==> config.mk <==
export PLATFORM = sky130hd
export DESIGN_NAME = cmcf_top
export DESIGN_NICKNAME = d
export VERILOG_FILES = /design/src/cmcf_pkg.sv /design/src/cmcf_top.sv
export SDC_FILE = /design/constraint.sdc
export NUM_CORES = 1
export LEC_CHECK = 0
export BUFFER_PORTS_ARGS = -buffer_cell sky130_fd_sc_hd__buf_2
export CORE_UTILIZATION = 49
export DETAILED_ROUTE_END_ITERATION = 10
export PLACE_DENSITY = 0.67
export SLEW_MARGIN = 25
export SYNTH_ARGS = -nofsm -noshare
export SYNTH_HDL_FRONTEND = slang
export SYNTH_SLANG_ARGS = --single-unit
==> constraint.sdc <==
create_clock -name CLK_IN -period 2.95 [get_ports CLK_IN]
set_clock_uncertainty 0.15 [all_clocks]
set_input_delay 0.295 -clock CLK_IN [delete_from_list [all_inputs] [get_ports CLK_IN]]
set_output_delay 0.295 -clock CLK_IN [all_outputs]
set_load 0.03 [all_outputs]
==> src/cmcf_pkg.sv <==
// Package: register map, mode codes and field layouts for the CAN mode controller
package cmcf_pkg;
    localparam int ADDR_W = 4;
    localparam logic [3:0] OFF_CONTROL = 4'h0;
    localparam logic [3:0] OFF_STATUS = 4'h1;
    localparam logic [3:0] OFF_FUNC_MODE = 4'h2;
    localparam logic [3:0] OFF_BIT_TIMING = 4'h3;
    localparam logic [3:0] OFF_ERR_COUNT = 4'h4;
    localparam logic [3:0] OFF_RX_MATCH = 4'h5;
    localparam logic [3:0] OFF_LINK_BASE = 4'h8;
    localparam int REQ_MODE_MSB = 7;
    localparam int REQ_MODE_LSB = 5;
    localparam int CFG_REQ_BIT = 7;
    localparam int NUM_LINK_REGS = 8;
    localparam logic [2:0] MODE_NORMAL = 3'h0;
    localparam logic [2:0] MODE_SLEEP = 3'h1;
    localparam logic [2:0] MODE_LOOPBACK = 3'h2;
    localparam logic [2:0] MODE_LISTEN = 3'h3;
    localparam logic [2:0] MODE_CONFIG = 3'h4;
    localparam logic [2:0] MODE_ERR_RECOG = 3'h7;
    localparam logic [2:0] RESET_MODE = 3'h4;
    localparam logic [1:0] RXM_ERR_RECOG = 2'h3;
    localparam logic [3:0] PTR_LAST_VALID = 4'h7;
    localparam logic [3:0] PTR_PROG_BASE = 4'h2;
    localparam logic [7:0] LINK_RST_0 = 8'h00;
    localparam logic [7:0] LINK_RST_1 = 8'h11;
    localparam logic [7:0] LINK_RST_2 = 8'h11;
    localparam logic [7:0] LINK_RST_OTHER = 8'h00;
    localparam logic [1:0] FUNC_MODE_LEGACY = 2'h0;
    localparam int IDLE_RECESSIVE_BITS = 11;
    localparam logic [3:0] IDLE_BITS_CNT = 4'(IDLE_RECESSIVE_BITS);
    typedef struct packed {
        logic [3:0] addr;
        logic [7:0] wdata;
        logic wr;
        logic rd;
    } cmcf_bus_t;
    typedef struct packed {
        logic hit;
        logic dedicated;
        logic [2:0] buffer;
    } cmcf_route_t;
endpackage

==> src/cmcf_top.sv <==
// CAN operating-mode controller, configuration lock and filter-to-buffer map
//
// Overview of operation
// - Pointer nibble selects dedicated or programmable buffer
// - Two filter nibbles per map register, odd high
// - Map registers usable only in modes 1 to 3
// - Requested-mode field in control bits 7:5
// - Error recognition entered via receive-match bits
// - Current-mode field reports the entered mode
// - Mode switch waits for pending transmissions
// - Config requested by top bit, status confirms; code takes only 100 as config, 101 to 111 as requested modes 5 to 7
// - All-zero request leaves config, goes normal unless receive-match bits select error recognition
// - Config registers write-protected while online
// - Config entry refused during transmit or receive
// - Lock covers function mode, timing, receive-match and map groups
// - Config mode: no traffic, counters cleared
// - Config mode opens restricted registers to writes
// - Config mode returns bus pins to GPIO
// - Sleep request waits eleven recessive bits when active
// - Sleep entry reported as current mode 001
//
// Added by the designer: the plain strobed port and the address map.
`timescale 1ns/1ps
`default_nettype none
module cmcf_top #(
    parameter int NUM_FILTERS = 16
) (
    input wire logic CLK_IN,
    input wire logic SRST_IN,
    input wire logic [3:0] ADDR_IN,
    input wire logic [7:0] WDATA_IN,
    input wire logic WR_IN,
    input wire logic RD_IN,
    input wire logic TX_PENDING_IN,
    input wire logic RX_BUSY_IN,
    input wire logic BIT_TICK_IN,
    input wire logic BUS_RECESSIVE_IN,
    input wire logic ERR_INC_TX_IN,
    input wire logic ERR_INC_RX_IN,
    input wire logic MATCH_VALID_IN,
    input wire logic [3:0] MATCH_FILTER_IN,
    output logic [7:0] RDATA_OUT,
    output logic [2:0] MODE_OUT,
    output logic TRAFFIC_EN_OUT,
    output logic TX_EN_OUT,
    output logic PINS_GPIO_OUT,
    output logic ROUTE_VALID_OUT,
    output logic ROUTE_DEDICATED_OUT,
    output logic [2:0] ROUTE_BUFFER_OUT
);
    initial begin
        if (NUM_FILTERS != 2 * cmcf_pkg::NUM_LINK_REGS) begin
            $error("NUM_FILTERS must equal twice the map register count");
        end
    end

    typedef enum logic [1:0] {CMCF_IDLE, CMCF_WAIT_TX, CMCF_WAIT_IDLE} cmcf_sw_t;

    cmcf_pkg::cmcf_bus_t bus;
    assign bus = '{addr: ADDR_IN, wdata: WDATA_IN, wr: WR_IN, rd: RD_IN};

    logic [2:0] req_q;
    logic [2:0] mode_q;
    logic [1:0] func_q;
    logic [7:0] timing_q;
    logic [1:0] rxm_q;
    logic [7:0] tec_q;
    logic [7:0] rec_q;
    logic [3:0] idle_cnt_q;
    logic [7:0] link_q [cmcf_pkg::NUM_LINK_REGS];
    cmcf_sw_t sw_q;
    logic [2:0] target;
    logic in_cfg;
    logic map_on;
    logic is_link;
    logic [2:0] link_idx;
    logic active;
    cmcf_pkg::cmcf_route_t route;

    // Decode of a pointer nibble into buffer selection
    function automatic cmcf_pkg::cmcf_route_t ptr_decode(input logic [3:0] p);
        cmcf_pkg::cmcf_route_t r;
        r.hit = (p <= cmcf_pkg::PTR_LAST_VALID);
        r.dedicated = (p < cmcf_pkg::PTR_PROG_BASE);
        r.buffer = r.dedicated ? 3'(p) : 3'(p - cmcf_pkg::PTR_PROG_BASE);
        return r;
    endfunction

    function automatic logic [7:0] link_reset(input int i);
        case (i)
            0: return cmcf_pkg::LINK_RST_0;
            1: return cmcf_pkg::LINK_RST_1;
            2: return cmcf_pkg::LINK_RST_2;
            default: return cmcf_pkg::LINK_RST_OTHER;
        endcase
    endfunction

    assign in_cfg = (mode_q == cmcf_pkg::MODE_CONFIG);
    // map only in modes 1 to 3
    assign map_on = (func_q != cmcf_pkg::FUNC_MODE_LEGACY);
    assign is_link = bus.addr[3];
    assign link_idx = bus.addr[2:0];
    assign active = TX_PENDING_IN || RX_BUSY_IN;
    // receive-match bits override requested field for error recognition
    assign target = (rxm_q == cmcf_pkg::RXM_ERR_RECOG && req_q != cmcf_pkg::MODE_CONFIG
                     && req_q != cmcf_pkg::MODE_SLEEP) ? cmcf_pkg::MODE_ERR_RECOG : req_q;

    always_ff @(posedge CLK_IN) begin
        if (SRST_IN) begin
            req_q <= cmcf_pkg::RESET_MODE;
        end else if (bus.wr && bus.addr == cmcf_pkg::OFF_CONTROL) begin
            req_q <= bus.wdata[cmcf_pkg::REQ_MODE_MSB:cmcf_pkg::REQ_MODE_LSB];
        end
    end

    // switch sequencer, waits for transmissions, then for bus idle before config or sleep
    always_ff @(posedge CLK_IN) begin
        if (SRST_IN) begin
            mode_q <= cmcf_pkg::RESET_MODE;
            sw_q <= CMCF_IDLE;
            idle_cnt_q <= 4'h0;
        end else begin
            case (sw_q)
                CMCF_IDLE: begin
                    if (target != mode_q) begin
                        sw_q <= CMCF_WAIT_TX;
                    end
                end
                CMCF_WAIT_TX: begin
                    if (target == mode_q) begin
                        sw_q <= CMCF_IDLE;
                    end else if (!TX_PENDING_IN) begin
                        // config and sleep wait for a quiet bus
                        if ((target == cmcf_pkg::MODE_CONFIG || target == cmcf_pkg::MODE_SLEEP) && active) begin
                            sw_q <= CMCF_WAIT_IDLE;
                            idle_cnt_q <= 4'h0;
                        end else begin
                            // current mode changes on the switch cycle
                            mode_q <= target;
                            sw_q <= CMCF_IDLE;
                        end
                    end
                end
                CMCF_WAIT_IDLE: begin
                    // count recessive bit times as idle bus
                    if (target == mode_q) begin
                        sw_q <= CMCF_IDLE;
                    end else if (BIT_TICK_IN) begin
                        if (!BUS_RECESSIVE_IN || active) begin
                            idle_cnt_q <= 4'h0;
                        end else if (idle_cnt_q == cmcf_pkg::IDLE_BITS_CNT - 4'h1) begin
                            // sleep and config reported on entry
                            mode_q <= target;
                            sw_q <= CMCF_IDLE;
                            idle_cnt_q <= 4'h0;
                        end else begin
                            idle_cnt_q <= idle_cnt_q + 4'h1;
                        end
                    end
                end
                default: sw_q <= CMCF_IDLE;
            endcase
        end
    end

    // locked groups accept writes only in config mode
    // function mode, timing, receive-match and map are locked
    always_ff @(posedge CLK_IN) begin
        if (SRST_IN) begin
            func_q <= cmcf_pkg::FUNC_MODE_LEGACY;
            timing_q <= 8'h00;
            rxm_q <= 2'h0;
        end else if (bus.wr && in_cfg) begin
            if (bus.addr == cmcf_pkg::OFF_FUNC_MODE) begin
                func_q <= bus.wdata[1:0];
            end
            if (bus.addr == cmcf_pkg::OFF_BIT_TIMING) begin
                timing_q <= bus.wdata;
            end
            if (bus.addr == cmcf_pkg::OFF_RX_MATCH) begin
                rxm_q <= bus.wdata[1:0];
            end
        end
    end

    // odd filter high nibble, even filter low nibble
    always_ff @(posedge CLK_IN) begin
        if (SRST_IN) begin
            for (int i = 0; i < cmcf_pkg::NUM_LINK_REGS; i++) begin
                link_q[i] <= link_reset(i);
            end
        end else if (bus.wr && is_link && in_cfg && map_on) begin
            link_q[link_idx] <= bus.wdata;
        end
    end

    // error counters cleared in config mode
    always_ff @(posedge CLK_IN) begin
        if (SRST_IN || in_cfg) begin
            tec_q <= 8'h00;
            rec_q <= 8'h00;
        end else begin
            if (ERR_INC_TX_IN && tec_q != 8'hFF) begin
                tec_q <= tec_q + 8'h01;
            end
            if (ERR_INC_RX_IN && rec_q != 8'hFF) begin
                rec_q <= rec_q + 8'h01;
            end
        end
    end

    // read path shows the entered mode
    always_ff @(posedge CLK_IN) begin
        if (SRST_IN) begin
            RDATA_OUT <= 8'h00;
        end else if (bus.rd) begin
            if (is_link) begin
                RDATA_OUT <= map_on ? link_q[link_idx] : 8'h00;
            end else begin
                case (bus.addr)
                    cmcf_pkg::OFF_CONTROL: RDATA_OUT <= {req_q, 5'h00};
                    cmcf_pkg::OFF_STATUS: RDATA_OUT <= {mode_q, 5'h00};
                    cmcf_pkg::OFF_FUNC_MODE: RDATA_OUT <= {6'h00, func_q};
                    cmcf_pkg::OFF_BIT_TIMING: RDATA_OUT <= timing_q;
                    cmcf_pkg::OFF_ERR_COUNT: RDATA_OUT <= tec_q | rec_q;
                    cmcf_pkg::OFF_RX_MATCH: RDATA_OUT <= {6'h00, rxm_q};
                    default: RDATA_OUT <= 8'h00;
                endcase
            end
        end else begin
            RDATA_OUT <= 8'h00;
        end
    end

    // route a filter match to its buffer
    assign route = ptr_decode(MATCH_FILTER_IN[0] ? link_q[MATCH_FILTER_IN[3:1]][7:4]
                                                 : link_q[MATCH_FILTER_IN[3:1]][3:0]);

    // pins and traffic follow the entered mode
    always_ff @(posedge CLK_IN) begin
        if (SRST_IN) begin
            MODE_OUT <= cmcf_pkg::RESET_MODE;
            TRAFFIC_EN_OUT <= 1'b0;
            TX_EN_OUT <= 1'b0;
            PINS_GPIO_OUT <= 1'b1;
            ROUTE_VALID_OUT <= 1'b0;
            ROUTE_DEDICATED_OUT <= 1'b0;
            ROUTE_BUFFER_OUT <= 3'h0;
        end else begin
            MODE_OUT <= mode_q;
            TRAFFIC_EN_OUT <= !in_cfg && mode_q != cmcf_pkg::MODE_SLEEP;
            TX_EN_OUT <= mode_q == cmcf_pkg::MODE_NORMAL || mode_q == cmcf_pkg::MODE_LOOPBACK;
            PINS_GPIO_OUT <= in_cfg;
            ROUTE_VALID_OUT <= MATCH_VALID_IN && map_on && !in_cfg && route.hit;
            ROUTE_DEDICATED_OUT <= route.dedicated;
            ROUTE_BUFFER_OUT <= route.buffer;
        end
    end
endmodule
`default_nettype wire

After elaboration in Yosys (flattened, before gate mapping)
Memories as Yosys holds them, arrays and structs flattened.
Index checks and enable logic that the tools add are counted.
W data, S select, Z words.
{"block": "word_totals", "reg_bits": 59, "latch_bits": 0, "mem_bits_rw": 64, "rom_bits": 0, "inputBits": 27, "output_inout_bits": 19, "word_cells": 134, "mem_count": 1}
{"name": "link_q", "depth": 8, "width": 8, "rd": 2, "rd_ports_with_merged_regs": 0, "wr": 8, "line_no": "cmcf_top.sv:70", "source": "logic [7:0] link_q [cmcf_pkg::NUM_LINK_REGS];"}
{"block": "op_classes", "n_addsub": 4, "mul": 0, "div": 0, "n_lt_le_gt_ge": 2, "n_eq_ne": 33, "shifts": 0, "mux": 41, "n_bitwise": 2, "reduce_logical": 34}
{"op": "$pmux W8 S6", "n": 1}
{"op": "$mux W8", "n": 5}
{"op": "$mux W4", "n": 8}
{"op": "$mux W3", "n": 10}
{"op": "$ne A2 B2 Y1 const B", "n": 9}
{"op": "$add A8 B1 Y8 const B", "n": 2}
{"op": "$mux W2", "n": 8}
{"op": "$ne A8 B8 Y1 const B", "n": 2}
{"op": "$ne A3 B3 Y1 const B", "n": 5}
{"op": "$logic_and A1 B1 Y1", "n": 14}
{"op": "$eq A4 B2 Y1 const B", "n": 2}
{"op": "$eq A4 B3 Y1 const B", "n": 2}
{"op": "$or A8 B8 Y8", "n": 1}
{"op": "$pmux W4 S2", "n": 1}
{"op": "$reduce_and A8 Y1", "n": 1}
{"op": "$reduce_or A8 Y1", "n": 1}
{"op": "$eq A3 B3 Y1 const B", "n": 2}
{"op": "$mux W1", "n": 6}
{"op": "$ne A3 B1 Y1 const B", "n": 2}
{"op": "$pmux W2 S3", "n": 1}
{"op": "$pmux W3 S2", "n": 1}
{"op": "$reduce_and A2 Y1", "n": 3}
{"op": "$reduce_and A6 Y1", "n": 1}
{"op": "$logic_or A1 B1 Y1", "n": 5}
{"op": "20 further kinds", "n": 23}

Longest topological paths before layout
{"block": "depth", "word_depth": 11, "depth_mapped": 8, "depth_no_buf": 8}

Worst setup path after synthesis
Ideal clock, no wire load.
{"block": "synth_path", "kind": "flip-flop to flip-flop", "from": "register mode_q[0]", "to": "memory link_q[4][0], enable pin", "setup_time_ns": 0.329, "arrival_time_ns": 1.677, "required_ns": 2.471, "path_slack_ns": 0.793, "stages_incl_launch_ff": 6, "path_buffers": 0, "period_less_slack_ns": 2.157, "cell_sequence": "dfxtp_1 -> nand2b_1 -> nor3b_2 -> nand4_1 -> nor3_2 -> or2_1"}
{"element": "from (decl)", "line_no": "cmcf_top.sv:63", "source": "logic [2:0] mode_q;"}
{"element": "from (signal assigned)", "line_no": "cmcf_top.sv:119", "source": "mode_q <= cmcf_pkg::RESET_MODE;"}
{"element": "from (signal assigned)", "line_no": "cmcf_top.sv:139", "source": "mode_q <= target;"}
{"element": "from (signal assigned)", "line_no": "cmcf_top.sv:153", "source": "mode_q <= target;"}
{"element": "to (decl)", "line_no": "cmcf_top.sv:70"}

==> impl_metrics.ini <==
[route]
drt_pass1_iterations = 8
detail-route-antenna-nets = 0
drc = 1
drt-initial-drc-count = 362
via_count = 4354
avgViaCountPerCell = 5.87
route.final.wire_length_mm = 14.7
drt-wirelength-per-cell_um = 19.7

[sta]
unrepaired_setup_endpoints_after_global_routing = false
worst_slew_pin_slew_ns = 0.737
period_minus_slack_ns = 2.28
slew_headroom = 0.508
final_hold_viol_count = 0
finalSetupViolations = 0
period_share = 0.774
final_max_slew_viols = 0
final.setup.tns_ns = 0
fmax_mhz = 438

[min_path]
hold_path.class = in2reg

[pwr]
ir_drop_mv = 0.532
total_power_mw = 4.16
p_per_area_mw_per_mm2 = 594
leakage_nw = 2.58

[setup_path]
critical_path_peak_fanout = 9
timing.critical_path.arrival_ns = 2.21
critical_path.slowest_cell = sky130_fd_sc_hd__nor3_2
required_time_of_the_critical_path_ns = 2.88
crit_path_end_kind = flip-flop
crit_path_cell_trace = nand2b_1, nor3b_2, nand4_1, nor3_2, or2_1
critical_path_class = reg2reg
crit_path_start_kind = flip-flop
critPathMaxStageDelay_ns = 0.37

[global_route]
pin_count_of_the_biggest_net_entering_global_routing = 29
overflow = 0
grt_antenna_before_repair = 0
first_global_vias = 4279
grt_use_total = 0.253
grt_first_pass_wirelength_mm = 23.3

[clocking]
post_cts_hold_buffer_count = 0
clk_latency_ns = 0.41
tritoncts_clock_tree = yes
cts_inserted_buffers = 17
clock_tree.htree_level_count = 4
clk_pin_slew_worst_paths_ns = 0.05
cts_setup_buffers = 0
cts_resized = 0
cts.root.buffer_cell = sky130_fd_sc_hd__clkbuf_16
clock_tree.buffer_depth = 2
cts.sink_count = 123

[yosys]
fraction_of_post_synthesis_cell_area_in_the_top_cell_type_by_area = 0.319
yosysUniqueCellTypes = 57
seq_area_frac_synth = 0.514
synthesis.yosys.warnings = 0
netlist_instances = 529
ranking_of_synthesized_cells_by_area = sky130_fd_sc_hd__edfxtp_1, sky130_fd_sc_hd__dfxtp_1, sky130_fd_sc_hd__mux4_2
syn-num-nets = 560
synth_top_area_cell = sky130_fd_sc_hd__edfxtp_1
syn-mean-instance-area_um2 = 11.4
ys_seq_elements = 123
top_reg_cell_synth = sky130_fd_sc_hd__edfxtp_1
post_synth_instance_area_mm2 = 0.00603
synthArstFlopShare = 0
synth_edf_count = 64

[die]
chipHeight_um = 113
starting_utilization_of_the_core_area = 0.502
die-area_mm2 = 0.0128
io_pins = 46
die_w_um = 113
row_count = 40
placeableCoreArea_mm2 = 0.0120

[final_layout]
final_layout_size_suffix_gt1_frac = 0.230
syn2layout_area_growth_pct = 16.0
number_of_diodes_added_for_antenna_fixing = 0
nFillCells = 1014
layout_common_cells = sky130_fd_sc_hd__nand2_1, sky130_fd_sc_hd__edfxtp_1, sky130_fd_sc_hd__and2_1, sky130_fd_sc_hd__dfxtp_1, sky130_fd_sc_hd__buf_2
num-nets-final = 614
mostFrequentLayoutCell = sky130_fd_sc_hd__nand2_1

[place]
place_hpwl_mm = 10.8
place.port_buffers = 45
finalWeightedCongestion = 0.905

[flow_run]
cap_viol_max_count = 0

[status]
status = complete, but fails checks
failed_checks = design-rule violations
power breakdown:
group / leakage, nW / switching, mW / internal [mW]
clock: 0.279 / 0.691 / 1.31
sequential: 1.12 / 0.0245 / 1.84
combinational: 1.18 / 0.177 / 0.118
total: 2.58 / 0.893 / 3.27
worst paths after layout:
path / start / end / slack [ns] / cells after the start
max: mode_q[0]$_SDFFE_PP0P_ / link_q[4][0]$_SDFFCE_PN0P_ / 0.67 / 5
min: TX_PENDING_IN / sw_q[0]$_SDFFE_PP0P_ / 0.02 / 3
max reg2reg: mode_q[0]$_SDFFE_PP0P_ / link_q[4][0]$_SDFFCE_PN0P_ / 0.67 / 5
min reg2reg: sw_q[1]$_SDFFE_PP0P_ / sw_q[0]$_SDFFE_PP0P_ / 0.31 / 1
worst max-delay path: cells and delay by family (launching register included):
family / cells / cell delay [ns]
AND/OR/NAND/NOR: 5 / 1.44
flip-flops: 1 / 0.36
flip-flops by register name (all words and copies together), names as in the netlist, 4 cells and up:
| register | count |
|---|---|
| link_q | 64 |
| RDATA_OUT | 8 |
| rec_q | 8 |
| tec_q | 8 |
| timing_q | 8 |
| idle_cnt_q | 4 |
area by class of cell:
class	count	area, um^2	area share
flip-flops and latches	123	3100	0.443
multi-input cells	371	2770	0.396
clock buffers	22	444	0.0635
repair buffers	60	338	0.0483
well taps	147	184	0.0263
clock inverters	9	123	0.0175
inverters	10	37.5	0.00536
per-layer routing:
| metal | vias to the layer above | share of wire | track usage |
|---|---|---|---|
| li1 | 2043 | - | - |
| met1 | 2121 | 0.44 | 0.329 |
| met2 | 160 | 0.47 | 0.400 |
| met3 | 30 | 0.065 | 0.0739 |
| met4 | 0 | 0.027 | 0.101 |
| met5 | - | 0 | 0 |
logic make-up after synthesis:
| family | after synthesis | synth area share |
|---|---|---|
| and+or+nand+nor | 240 | 0.211 |
| DFF | 123 | 0.514 |
| AOI/OAI and AO/OA | 69 | 0.0753 |
| muxes | 42 | 0.141 |
| buffers and inverters | 35 | 0.0265 |
| xor gates and xnor gates | 16 | 0.0232 |
| adders and majority gates | 4 | 0.00830 |
through the flow:
stage / instances / worst slack [ns] / area, um^2 / util / hold slack (ns)
global placement: 711 / 0.601 / 6430 / 0.535 / 0.276
floorplan: 529 / 0.793 / 6030 / - / 0.265
detailed placement: 711 / 0.550 / 6430 / 0.535 / 0.298
CTS: 742 / 0.635 / 7000 / 0.583 / 0.000635
global route: 742 / 0.420 / 7000 / 0.583 / 0.0153
finish: 742 / 0.666 / 7000 / 0.583 / 0.0197
synth_stat cells (all sizes together) (7+ instances only):
cell type / count
nand2: 65
edfxtp: 64
and2: 62
dfxtp: 59
mux4: 34
nor2: 34
nand3: 23
a21oi: 18
clkbuf: 17
o21ai: 17
nor3: 12
a31oi: 11
inv: 10
xor2: 9
buf: 8
nand2b: 7
nand4: 7
xnor2: 7
No activity file was read; power rests on OpenSTA's default activity.
